<file path="src/verilog/filt_defines.svh">
`ifndef FILT_DEFINES_SVH
`define FILT_DEFINES_SVH

// Register byte addresses, one 32-bit word each
`define OFS_IRQ_ENABLE   8'h00
`define OFS_STATUS       8'h04
`define OFS_DALIGN       8'h08
`define OFS_COHER        8'h0C
`define OFS_STAGE_A      8'h10
`define OFS_STAGE_B      8'h14
`define OFS_HOLD_A       8'h18
`define OFS_HOLD_B       8'h1C

// Field positions
`define INT_EN_LSB       0
`define INT_EN_MSB       4
`define STAT_FLAG_LSB    3
`define STAT_FLAG_MSB    7
`define DALIGN_STAGE_LSB 0
`define DALIGN_HOLD_LSB  2

// Reset values
`define RST_IRQ_ENABLE   8'h00
`define RST_DALIGN       4'h0
`define RST_COHER        4'hA
`define RST_FLAGS        5'h00

`endif

</file>
<file path="src/verilog/filt_pkg.sv">
package filt_pkg;

  typedef enum logic [1:0] {
    KEY_LOW  = 2'b00,
    KEY_MID  = 2'b01,
    KEY_HIGH = 2'b10
  } key_sel_e;

  typedef enum logic [1:0] {
    WIDTH_8  = 2'b00,
    WIDTH_16 = 2'b01,
    WIDTH_24 = 2'b10
  } sample_width_e;

  typedef enum logic [1:0] {
    HOST_IDLE = 2'b00,
    HOST_READ = 2'b01,
    HOST_CAPT = 2'b10
  } host_state_e;

endpackage

</file>
<file path="src/verilog/filt_link_if.sv">
`timescale 1ns/10ps
interface filt_link_if (
  input wire logic clock,  // System clock
  input wire logic rst_b   // Synchronous reset, active low
);
  logic [7:0]  addr;       // Register byte address
  logic        wr_en;      // Write strobe
  logic        rd_en;      // Read strobe
  logic [3:0]  byte_en;    // Byte lanes of a write
  logic [31:0] wdata;      // Write data
  logic [31:0] rdata;      // Read data, one cycle after rd_en
  logic        dma_req_a;  // Channel A holding full
  logic        dma_req_b;  // Channel B holding full
  logic        irq;        // Combined interrupt

  modport device (input clock, rst_b, addr, wr_en, rd_en, byte_en, wdata,
                  output rdata, dma_req_a, dma_req_b, irq);
  modport host   (input clock, rst_b, rdata, dma_req_a, dma_req_b, irq,
                  output addr, wr_en, rd_en, byte_en, wdata);
endinterface

</file>
<file path="src/verilog/filt_device.sv">
`timescale 1ns/10ps
`include "filt_defines.svh"
// What this block does
// - Interrupt is OR of enabled events
// - Enables 4..2 catch semaphore bit writes
// - Enables 1..0 catch new holding results
// - Polling reads status set by enabled events
// - Staging writable per byte lane, holding read as a whole word
// - Level DMA request per holding register
// - Alignment shift off after reset
// - Feeder enables shift for 16-bit samples
// - Key byte and burst size follow width
// - Converter reads start at low byte
// - Status cleared by one-write or holding read
// - Status shows which holding caused interrupt
// - Staging key-byte write starts filter pass
// - Shift maps bus 15:0 onto bits 23:8
module filt_device
  import filt_pkg::*;
(
  filt_link_if.device link,                 // Register and DMA port
  input  wire logic [2:0]  sem_set,        // Pulses: one written to semaphore bit
  input  wire logic        result_valid,   // Pulse: new filter result
  input  wire logic        result_chan,    // Result channel, 1 = B
  input  wire logic [23:0] result_data,    // Result sample
  input  wire logic [2:0]  dp_status,      // Datapath status bits
  output      logic        pass_start,     // Pulse: begin a filter pass
  output      logic        pass_chan,      // Channel of that pass
  output      logic [23:0] stage_a_data,   // Staging A contents
  output      logic [23:0] stage_b_data    // Staging B contents
);
  logic [7:0]  interrupt_enable_control_reg;   // Event enables
  logic [7:0]  interrupt_enable_control_next;  // Enables after this cycle
  logic [3:0]  dalign_reg, dalign_next;
  logic [3:0]  coher_reg, coher_next;
  logic [4:0]  flag_reg, flag_next;
  logic [23:0] stage_reg [2];
  logic [23:0] stage_next [2];
  logic [23:0] hold_reg [2];
  logic [23:0] hold_next [2];
  logic [1:0]  full_reg, full_next;
  logic [31:0] rdata_reg, rdata_next;
  logic        start_reg, start_next;
  logic        chan_reg, chan_next;
  logic [4:0]  events, clear;
  logic [23:0] shifted;
  logic [2:0]  lanes;
  logic        ch;
  logic        wr_enable;    // Enable register write
  logic        wr_status;    // Status one-to-clear write
  logic        wr_dalign;    // Alignment register write
  logic        wr_coher;     // Key byte register write
  logic        wr_stage;     // Staging write, either channel
  logic        rd_hold;      // Holding read, either channel
  logic [1:0]  key_pos;      // Key byte of the addressed channel
  logic        key_hit;      // Write reaches the key byte
  logic [4:0]  enable_bits;  // Stored event enables

  ////////////////////////////////////////////////////////////////////////////
  // Outputs
  assign link.rdata     = rdata_reg;
  assign link.dma_req_a = full_reg[0];
  assign link.dma_req_b = full_reg[1];
  assign enable_bits    = interrupt_enable_control_reg[`INT_EN_MSB:`INT_EN_LSB];
  assign link.irq       = |(flag_reg & enable_bits);
  assign pass_start     = start_reg;
  assign pass_chan      = chan_reg;
  assign stage_a_data   = stage_reg[0];
  assign stage_b_data   = stage_reg[1];

  ////////////////////////////////////////////////////////////////////////////
  // Address decode; bit 2 picks channel B for staging and holding alike
  always_comb begin
    ch        = link.addr[2];
    key_pos   = coher_reg[2*ch +: 2];
    wr_enable = link.wr_en && link.byte_en[0] && (link.addr == `OFS_IRQ_ENABLE);
    wr_status = link.wr_en && link.byte_en[0] && (link.addr == `OFS_STATUS);
    wr_dalign = link.wr_en && link.byte_en[0] && (link.addr == `OFS_DALIGN);
    wr_coher  = link.wr_en && link.byte_en[0] && (link.addr == `OFS_COHER);
    wr_stage  = link.wr_en && ((link.addr == `OFS_STAGE_A) || (link.addr == `OFS_STAGE_B));
    rd_hold   = link.rd_en && ((link.addr == `OFS_HOLD_A) || (link.addr == `OFS_HOLD_B));
  end

  // Event order matches enable bits: sem2..sem0, hold B, hold A
  always_comb begin
    events = {sem_set, result_valid && result_chan, result_valid && !result_chan};
    clear  = 5'h00;
    if (wr_status) begin
      clear = link.wdata[`STAT_FLAG_MSB:`STAT_FLAG_LSB];
    end
    if (rd_hold) begin
      clear[ch] = 1'b1;
    end
  end

  ////////////////////////////////////////////////////////////////////////////
  // Configuration registers, reserved enable bits never stored
  always_comb begin
    interrupt_enable_control_next = interrupt_enable_control_reg;
    dalign_next                   = dalign_reg;
    coher_next                    = coher_reg;
    if (wr_enable) begin
      interrupt_enable_control_next = {3'b000, link.wdata[`INT_EN_MSB:`INT_EN_LSB]};
    end
    if (wr_dalign) begin
      dalign_next = link.wdata[3:0];
    end
    if (wr_coher) begin
      coher_next = link.wdata[3:0];
    end
  end

  // Configuration state
  always_ff @(posedge link.clock) begin
    if (!link.rst_b) begin
      interrupt_enable_control_reg <= `RST_IRQ_ENABLE;
      dalign_reg                   <= `RST_DALIGN;
      coher_reg                    <= `RST_COHER;
    end else begin
      interrupt_enable_control_reg <= interrupt_enable_control_next;
      dalign_reg                   <= dalign_next;
      coher_reg                    <= coher_next;
    end
  end

  ////////////////////////////////////////////////////////////////////////////
  // Staging writes, moved up a byte when alignment is on
  always_comb begin
    stage_next = stage_reg;
    start_next = 1'b0;
    chan_next  = chan_reg;
    shifted    = link.wdata[23:0];
    lanes      = link.byte_en[2:0];
    if (dalign_reg[`DALIGN_STAGE_LSB + ch]) begin
      shifted = {link.wdata[15:0], 8'h00};
      lanes   = {link.byte_en[1:0], 1'b0};
    end
    // Unused key code 3 behaves as the high byte
    unique case (key_pos)
      2'h0:    key_hit = lanes[0];
      2'h1:    key_hit = lanes[1];
      default: key_hit = lanes[2];
    endcase
    if (wr_stage) begin
      for (int i = 0; i < 3; i++) begin
        if (lanes[i]) begin
          stage_next[ch][8*i +: 8] = shifted[8*i +: 8];
        end
      end
      // Pass starts only once the key byte has landed
      if (key_hit) begin
        start_next = 1'b1;
        chan_next  = ch;
      end
    end
  end

  // Staging state
  always_ff @(posedge link.clock) begin
    if (!link.rst_b) begin
      stage_reg <= '{default: 24'h000000};
      start_reg <= 1'b0;
      chan_reg  <= 1'b0;
    end else begin
      stage_reg <= stage_next;
      start_reg <= start_next;
      chan_reg  <= chan_next;
    end
  end

  ////////////////////////////////////////////////////////////////////////////
  // Holding registers, a new result wins over a read in the same cycle
  always_comb begin
    hold_next = hold_reg;
    full_next = full_reg;
    if (rd_hold) begin
      full_next[ch] = 1'b0;
    end
    if (result_valid) begin
      hold_next[result_chan] = result_data;
      full_next[result_chan] = 1'b1;
    end
  end

  // Holding state
  always_ff @(posedge link.clock) begin
    if (!link.rst_b) begin
      hold_reg <= '{default: 24'h000000};
      full_reg <= 2'b00;
    end else begin
      hold_reg <= hold_next;
      full_reg <= full_next;
    end
  end

  ////////////////////////////////////////////////////////////////////////////
  // Read data, registered one cycle after the strobe
  always_comb begin
    rdata_next = rdata_reg;
    if (link.rd_en) begin
      unique case (link.addr)
        `OFS_IRQ_ENABLE: rdata_next = {24'h000000, interrupt_enable_control_reg};
        `OFS_STATUS:     rdata_next = {24'h000000, flag_reg, dp_status};
        `OFS_DALIGN:     rdata_next = {28'h0000000, dalign_reg};
        `OFS_COHER:      rdata_next = {28'h0000000, coher_reg};
        `OFS_STAGE_A:    rdata_next = {8'h00, stage_reg[0]};
        `OFS_STAGE_B:    rdata_next = {8'h00, stage_reg[1]};
        `OFS_HOLD_A, `OFS_HOLD_B: begin
          if (dalign_reg[`DALIGN_HOLD_LSB + ch]) begin
            rdata_next = {16'h0000, hold_reg[ch][23:8]};
          end else begin
            rdata_next = {8'h00, hold_reg[ch]};
          end
        end
        default: rdata_next = 32'h00000000;
      endcase
    end
  end

  // Read data register
  always_ff @(posedge link.clock) begin
    if (!link.rst_b) begin
      rdata_reg <= 32'h00000000;
    end else begin
      rdata_reg <= rdata_next;
    end
  end

  ////////////////////////////////////////////////////////////////////////////
  // Status flags: only enabled events set, a set beats a clear
  always_comb begin
    flag_next = (flag_reg & ~clear) | (events & enable_bits);
  end

  // Status flag register
  always_ff @(posedge link.clock) begin
    if (!link.rst_b) begin
      flag_reg <= `RST_FLAGS;
    end else begin
      flag_reg <= flag_next;
    end
  end
endmodule // filt_device

</file>
<file path="src/flat_wrapper.sv">
// flat-port wrapper written by rule: the top's interface ports become plain ports
module filt_device_flat import filt_pkg::*;
  (sem_set, result_valid, result_chan, result_data, dp_status, pass_start, pass_chan, stage_a_data, stage_b_data, clock, rst_b, link_addr, link_wr_en, link_rd_en, link_byte_en, link_wdata, link_rdata, link_dma_req_a, link_dma_req_b, link_irq);
  filt_link_if link_i (.clock(clock), .rst_b(rst_b));
  input  wire logic [2:0] sem_set;
  input  wire logic result_valid;
  input  wire logic result_chan;
  input  wire logic [23:0] result_data;
  input  wire logic [2:0] dp_status;
  output      logic pass_start;
  output      logic pass_chan;
  output      logic [23:0] stage_a_data;
  output      logic [23:0] stage_b_data;
  input wire logic clock;
  input wire logic rst_b;
  input wire logic [$bits(link_i.addr)-1:0] link_addr;
  input wire logic [$bits(link_i.wr_en)-1:0] link_wr_en;
  input wire logic [$bits(link_i.rd_en)-1:0] link_rd_en;
  input wire logic [$bits(link_i.byte_en)-1:0] link_byte_en;
  input wire logic [$bits(link_i.wdata)-1:0] link_wdata;
  output wire logic [$bits(link_i.rdata)-1:0] link_rdata;
  output wire logic [$bits(link_i.dma_req_a)-1:0] link_dma_req_a;
  output wire logic [$bits(link_i.dma_req_b)-1:0] link_dma_req_b;
  output wire logic [$bits(link_i.irq)-1:0] link_irq;
  assign link_i.addr = link_addr;
  assign link_i.wr_en = link_wr_en;
  assign link_i.rd_en = link_rd_en;
  assign link_i.byte_en = link_byte_en;
  assign link_i.wdata = link_wdata;
  assign link_rdata = link_i.rdata;
  assign link_dma_req_a = link_i.dma_req_a;
  assign link_dma_req_b = link_i.dma_req_b;
  assign link_irq = link_i.irq;
  filt_device u_core (.link(link_i), .sem_set(sem_set), .result_valid(result_valid), .result_chan(result_chan), .result_data(result_data), .dp_status(dp_status), .pass_start(pass_start), .pass_chan(pass_chan), .stage_a_data(stage_a_data), .stage_b_data(stage_b_data));
endmodule
</file>
<file path="config.mk">
export PLATFORM = sky130hd
export DESIGN_NAME = filt_device_flat
export DESIGN_NICKNAME = d
export VERILOG_FILES = /design/src/verilog/filt_pkg.sv /design/src/verilog/filt_link_if.sv /design/src/verilog/filt_device.sv /design/src/flat_wrapper.sv
export VERILOG_INCLUDE_DIRS = /design/src /design/src/verilog
export SDC_FILE = /design/constraint.sdc
export NUM_CORES = 1
export LEC_CHECK = 0
export BUFFER_PORTS_ARGS = -buffer_cell sky130_fd_sc_hd__buf_4
export CORE_AREA = 2 2 151 109
export DETAILED_ROUTE_END_ITERATION = 12
export DIE_AREA = 0 0 153 111
export PLACE_DENSITY = 0.66
export SYNTH_ARGS = -nofsm -noshare
export SYNTH_HDL_FRONTEND = slang
export SYNTH_SLANG_ARGS = --single-unit
</file>
<file path="constraint.sdc">
create_clock -name clock -period 2.7 [get_ports clock]
set_clock_uncertainty 0.2 [all_clocks]
set_input_delay 0.27 -clock clock [delete_from_list [all_inputs] [get_ports clock]]
set_output_delay 0.27 -clock clock [all_outputs]
set_load 0.1 [all_outputs]
</file>
After elaboration in Yosys (flattened, before gate mapping)
Cells that the tools add are included.
{"block": "totals", "register_bits": 150, "out_inout_bits": 85}
{"block": "classes", "n_eq_ne": 8, "n_lt_le_gt_ge": 11, "muxes": 40, "bitwise": 11, "add_sub_neg": 1, "reduce_logical": 23, "shift": 1}
{"cell": "$mux 48", "n": 5}
{"cell": "$pmux 32 s7", "n": 1}
{"cell": "$bwmux 48", "n": 4}
{"cell": "$mux 24", "n": 7}
{"cell": "$demux 24 s1", "n": 4}
{"cell": "$eq 8x5->1 const B", "n": 4}
{"cell": "$lt 32x3->1 const B", "n": 1}
{"cell": "$eq 8x4->1 const B", "n": 2}
{"cell": "$mux 16", "n": 1}
{"cell": "$and 5x5->5", "n": 3}
{"cell": "$logic_and 1x1->1", "n": 14}
{"cell": "$mux 5", "n": 2}
{"cell": "$eq 8x3->1 const B", "n": 1}
{"cell": "$logic_not 8->1", "n": 1}
{"cell": "$mux 8", "n": 1}
{"cell": "$mux 1", "n": 7}
{"cell": "$not 5->5", "n": 1}
{"cell": "$or 5x2->5", "n": 1}
{"cell": "$or 5x5->5", "n": 1}
{"cell": "$reduce_or 5->1", "n": 1}
{"cell": "$ge 2x2->1 const B", "n": 2}
{"cell": "$lt 1x2->1 const B", "n": 2}
{"cell": "$lt 1x4->1 const B", "n": 1}
{"cell": "$lt 2x1->1 const B", "n": 2}
{"cell": "other kinds (19)", "n": 26}

Depth between registers and ports, before layout
{"block": "depth", "depth_word": 13, "mapped_depth": 8}

Worst setup path after synthesis
No wires, ideal clock.
{"block": "synth_timing", "path_type": "input -> register", "from": "input port link_addr[2]", "to": "register u_core.stage_reg (netlist bit u_core.stage_b_data[16])", "arrival_time_ns": 1.702, "stages": 7, "setup_slack_ns": 0.680, "path_cell_list": "buf_6 > mux2i_4 > buf_6 > buf_6 > mux2_4 > or3_1 > o211a_1"}
{"block": "synth_between", "elab_chain_len": 10}
{"element": "start: declaration", "line": "flat_wrapper.sv:16", "text": "input wire logic [$bits(link_i.addr)-1:0] link_addr;"}
{"element": "$mux 1 / $not 1->2 (equally long branches)", "line": "filt_device.sv:134, filt_device.sv:147"}
{"element": "$mux 1 / $demux 24 s1 (equally long branches)", "line": "filt_device.sv:134, filt_device.sv:147"}
{"element": "$mux 3 / $bwmux 48 (equally long branches)", "line": "filt_device.sv:134, filt_device.sv:147"}
{"element": "$mux 48", "line": "filt_device.sv:146", "text": "if (lanes[i]) begin"}
{"element": "$mux 48", "line": "filt_device.sv:144", "text": "if (wr_stage) begin"}
{"element": "$bwmux 48", "line": "filt_device.sv:147", "text": "stage_next[ch][8*i +: 8] = shifted[8*i +: 8];"}
{"element": "$mux 48", "line": "filt_device.sv:146"}
{"element": "$mux 48", "line": "filt_device.sv:144"}
{"element": "$bwmux 48", "line": "filt_device.sv:147"}
{"element": "$mux 48", "line": "filt_device.sv:146"}
{"element": "end signal: assignment", "line": "filt_device.sv:165", "text": "stage_reg <= stage_next;"}
{"element": "end: declaration", "line": "filt_device.sv:37", "text": "logic [23:0] stage_reg [2];"}
Parallel ways exist; a longest one is shown, timed or not. The select of a mux whose other input is x is not followed.
A chain may end at the register's enable or synchronous reset.

Worst setup path after layout
{"block": "layout_timing", "from": "register u_core.dalign_reg[1]", "to": "register u_core.stage_reg (netlist bit u_core.stage_b_data[15])"}
{"block": "layout_between", "elab_chain_len": 10}
{"element": "start: declaration", "line": "filt_device.sv:34", "text": "logic [3:0] dalign_reg, dalign_next;"}
{"element": "start signal: assignment", "line": "filt_device.sv:117", "text": "dalign_reg <= `RST_DALIGN;"}
{"element": "start signal: assignment", "line": "filt_device.sv:121", "text": "dalign_reg <= dalign_next;"}
{"element": "$mux 1 * (2 in a row)", "line": "filt_device.sv:134", "text": "if (dalign_reg[`DALIGN_STAGE_LSB + ch]) begin"}
{"element": "$mux 3", "line": "filt_device.sv:134"}
{"element": "$mux 48", "line": "filt_device.sv:146"}
{"element": "$mux 48", "line": "filt_device.sv:144"}
{"element": "$bwmux 48", "line": "filt_device.sv:147"}
{"element": "$mux 48", "line": "filt_device.sv:146"}
{"element": "$mux 48", "line": "filt_device.sv:144"}
{"element": "$bwmux 48", "line": "filt_device.sv:147"}
{"element": "$mux 48 *", "line": "filt_device.sv:146"}
Mark *: on every way between the ends. The rest lies on a longest branch, timed or not. The select of a mux whose other input is x is not followed.

==> flow_metrics.env <==
export IMPL_die_x_um=153
export IMPL_fmax_mhz=413
export IMPL_tritoncts="built"
export IMPL_ys_types=64
export IMPL_cp_max_fo=18
export IMPL_avgSynthCellArea_um2=9.25
export IMPL_yosys_area_top_type="dfxtp_1"
export IMPL_drv_slew=0
export IMPL_arrival_ns=2.54
export IMPL_first_global_vias=5868
export IMPL_crit_type="reg -> reg"
export IMPL_r2r_slack_ns=0.28
export IMPL_rsz0062_at_grt="no"
export IMPL_tightest_slew_ns=1.17
export IMPL_hp_start="link_addr[5]"
export IMPL_min_period_ns=2.42
export IMPL_hold_path_class="in -> reg"
export IMPL_cts_buffers=17
export IMPL_drv_cap=0
export IMPL_critPathLaunchType="register"
export IMPL_n_fill_cell=1436
export IMPL_leakagePower_nw=4.27
export IMPL_die_area_um2=17000
export IMPL_relSlewSlack=0.200
export IMPL_postCtsResizedCells=0
export IMPL_r2r_cells=4
export IMPL_htree_levels=4
export IMPL_vias_per_cell=5.54
export IMPL_area_growth_syn_to_layout_pct=33.7
export IMPL_port_buffers=147
export IMPL_dp_hpwl_mm=15.2
export IMPL_startpoint="u_core.dalign_reg[1]"
export IMPL_r2r_start="u_core.dalign_reg[1]"
export IMPL_setup_viol=0
export IMPL_drt_pre_antenna_iters=5
export IMPL_cts_sinks=142
export IMPL_routed_wirelength_mm=21.6
export IMPL_syn_area_um2=6880
export IMPL_cts_path_max_buffers=2
export IMPL_slowest_stage="mux2i_1"
export IMPL_yosysWarnings=0
export IMPL_fp_dieH_um=111
export IMPL_synth_edf_count=0
export IMPL_ys_flop_type="dfxtp_1"
export IMPL_root_buffer="clkbuf_16"
export IMPL_coreArea_um2=15800
export IMPL_largest_reg_flops=48
export IMPL_post_cts_setup_buffers=0
export IMPL_grt_overflow=0
export IMPL_drt_iter0_markers=619
export IMPL_clk_latency_ns=0.43
export IMPL_hold_buffers=37
export IMPL_cp_end_kind="register"
export IMPL_gr_usage_all_layers=0.252
export IMPL_tns_ns=0
export IMPL_synth_cells=744
export IMPL_drcViolationCount=0
export IMPL_post_route_period_util=0.896
export IMPL_setup_worst_path_end="u_core.stage_b_data[15]"
export IMPL_cp_required_ns=2.82
export IMPL_powerDensity_nw_per_um2=589
export IMPL_async_flop_share=0
export IMPL_hold_viol_final=0
export IMPL_hold_depth=4
export IMPL_nets=996
export IMPL_reg2reg_to="u_core.stage_b_data[15]"
export IMPL_totalPowerFinal_mw=5.42
export IMPL_synth_seq_area_share=0.413
export IMPL_grt_max_degree=43
export IMPL_ir_worst_vdd_uv=378
export IMPL_ioPinCount=165
export IMPL_run_status="finished clean"
export IMPL_postRouteAntennaNets=0
export IMPL_ys_seq_elements=142
export IMPL_synth_area_leaders="dfxtp_1 41%, mux2i_1 11%, nand2_1 6.6%"
export IMPL_antenna_found_initial=0
export IMPL_routedWlPerCell_um=19.0
export IMPL_crit_path_cell_trace="mux2i_4, mux2i_1, nor2_2, o211a_1"
export IMPL_grt_pass1_wl_mm=33.6
export IMPL_drive_gt1_frac=0.270
export IMPL_synth_top_cell_area_share=0.413
export IMPL_rows=39
export IMPL_via_count=6284
export IMPL_critPathMaxStageDelay_ns=0.97
export IMPL_gp_congestion=0.844
export IMPL_clkSlewWorstSetupHoldPaths_ns=0.06
export IMPL_diodes=0
export IMPL_start_util=0.437
-- cell type report --
class	instances	area (um^2)	share of cell area
Clock inverter	13	233	0.0253
Sequential cell	142	2840	0.309
Tap cell	205	256	0.0279
Multi-Input combinational cell	545	3750	0.408
Timing Repair Buffer	206	1650	0.179
Inverter	4	15.0	0.00163
Clock buffer	19	453	0.0492
-- through the flow --
stage	util	instances	setup slack (ns)	hold WS [ns]	area, um^2
CTS	0.584	1134	0.298	0.0360	9200
finish	0.584	1134	0.279	0.0428	9200
global route	0.584	1134	0.0948	0.0481	9200
floorplan	-	751	0.680	0.195	6910
detailed placement	0.517	1065	0.163	0.247	8150
global placement	0.517	1065	0.175	0.240	8150
-- cell families after synthesis --
group                     synth area share
DFF                                  0.413
buffers and inverters               0.0462
other                             0.000545
AOI/OAI and AO/OA                    0.159
muxes                                0.183
xor gates and xnor gates           0.00127
and+or+nand+nor                      0.197
-- power breakdown --
part | internal, mW | leakage, nW | total [mW] | switching [mW]
combinational | 0.209 | 2.78 | 0.538 | 0.328
clock | 1.79 | 0.334 | 2.73 | 0.941
sequential | 2.13 | 1.15 | 2.16 | 0.0240
-- critical path: cells and delay by family (launching register included) --
kind,cells,cell delay [ns]
mux,2,1.17
flops,1,0.39
compound gates,1,0.29
simple gates,1,0.27
-- layout by cell type (no fill, tap or decap), drive strengths merged, types with 15 or more instances in the layout --
cell         instances
nor2                33
o211a               32
or3                 34
buf                169
dfxtp              142
nand4               15
nand2              121
nand3               20
mux2                27
mux2i               81
clkbuf              19
o21ai               15
dlygate4sd3         37
a21oi               56
-- cell usage after synthesis, types with 2 or more instances --
cell type,n
a21boi_0,3
a21oi_1,56
a22oi_1,13
a31oi_1,6
a32oi_1,3
and2_1,5
and3_1,4
buf_2,14
buf_4,10
buf_6,3
clkbuf_1,32
clkinv_1,2
dfxtp_1,142
inv_1,2
mux2_2,19
mux2_4,7
mux2i_1,78
mux2i_4,2
mux4_2,4
nand2_1,121
nand2b_1,8
nand3_1,19
nand3b_1,5
nand4_1,13
nand4_2,2
nor2_1,29
nor2_2,4
nor2b_1,13
nor4_2,2
o211a_1,32
o21ai_0,10
o21ai_1,5
o221a_2,2
o221ai_1,3
o22a_1,7
o22ai_1,2
o31ai_1,2
or3_1,34
-- worst min-delay path by stage --
stage	to	slack [ns]
2_1_floorplan	u_core.coher_reg[1]	0.20
3_3_place_gp	u_core.hold_reg[28]	0.24
3_5_place_dp	u_core.hold_reg[24]	0.25
4_1_cts	u_core.pass_start	0.04
5_1_grt	u_core.pass_start	0.05
6_report	u_core.pass_start	0.04
-- per-layer routing --
| metal | GRT usage | vias up | part of all wire |
|---|---|---|---|
| li1 | - | 3025 | - |
| met1 | 0.388 | 2988 | 0.49 |
| met2 | 0.358 | 251 | 0.42 |
| met3 | 0.0582 | 20 | 0.073 |
| met4 | 0.0525 | 0 | 0.012 |
| met5 | 0 | - | 0 |
(Power assumes the default switching activity.)
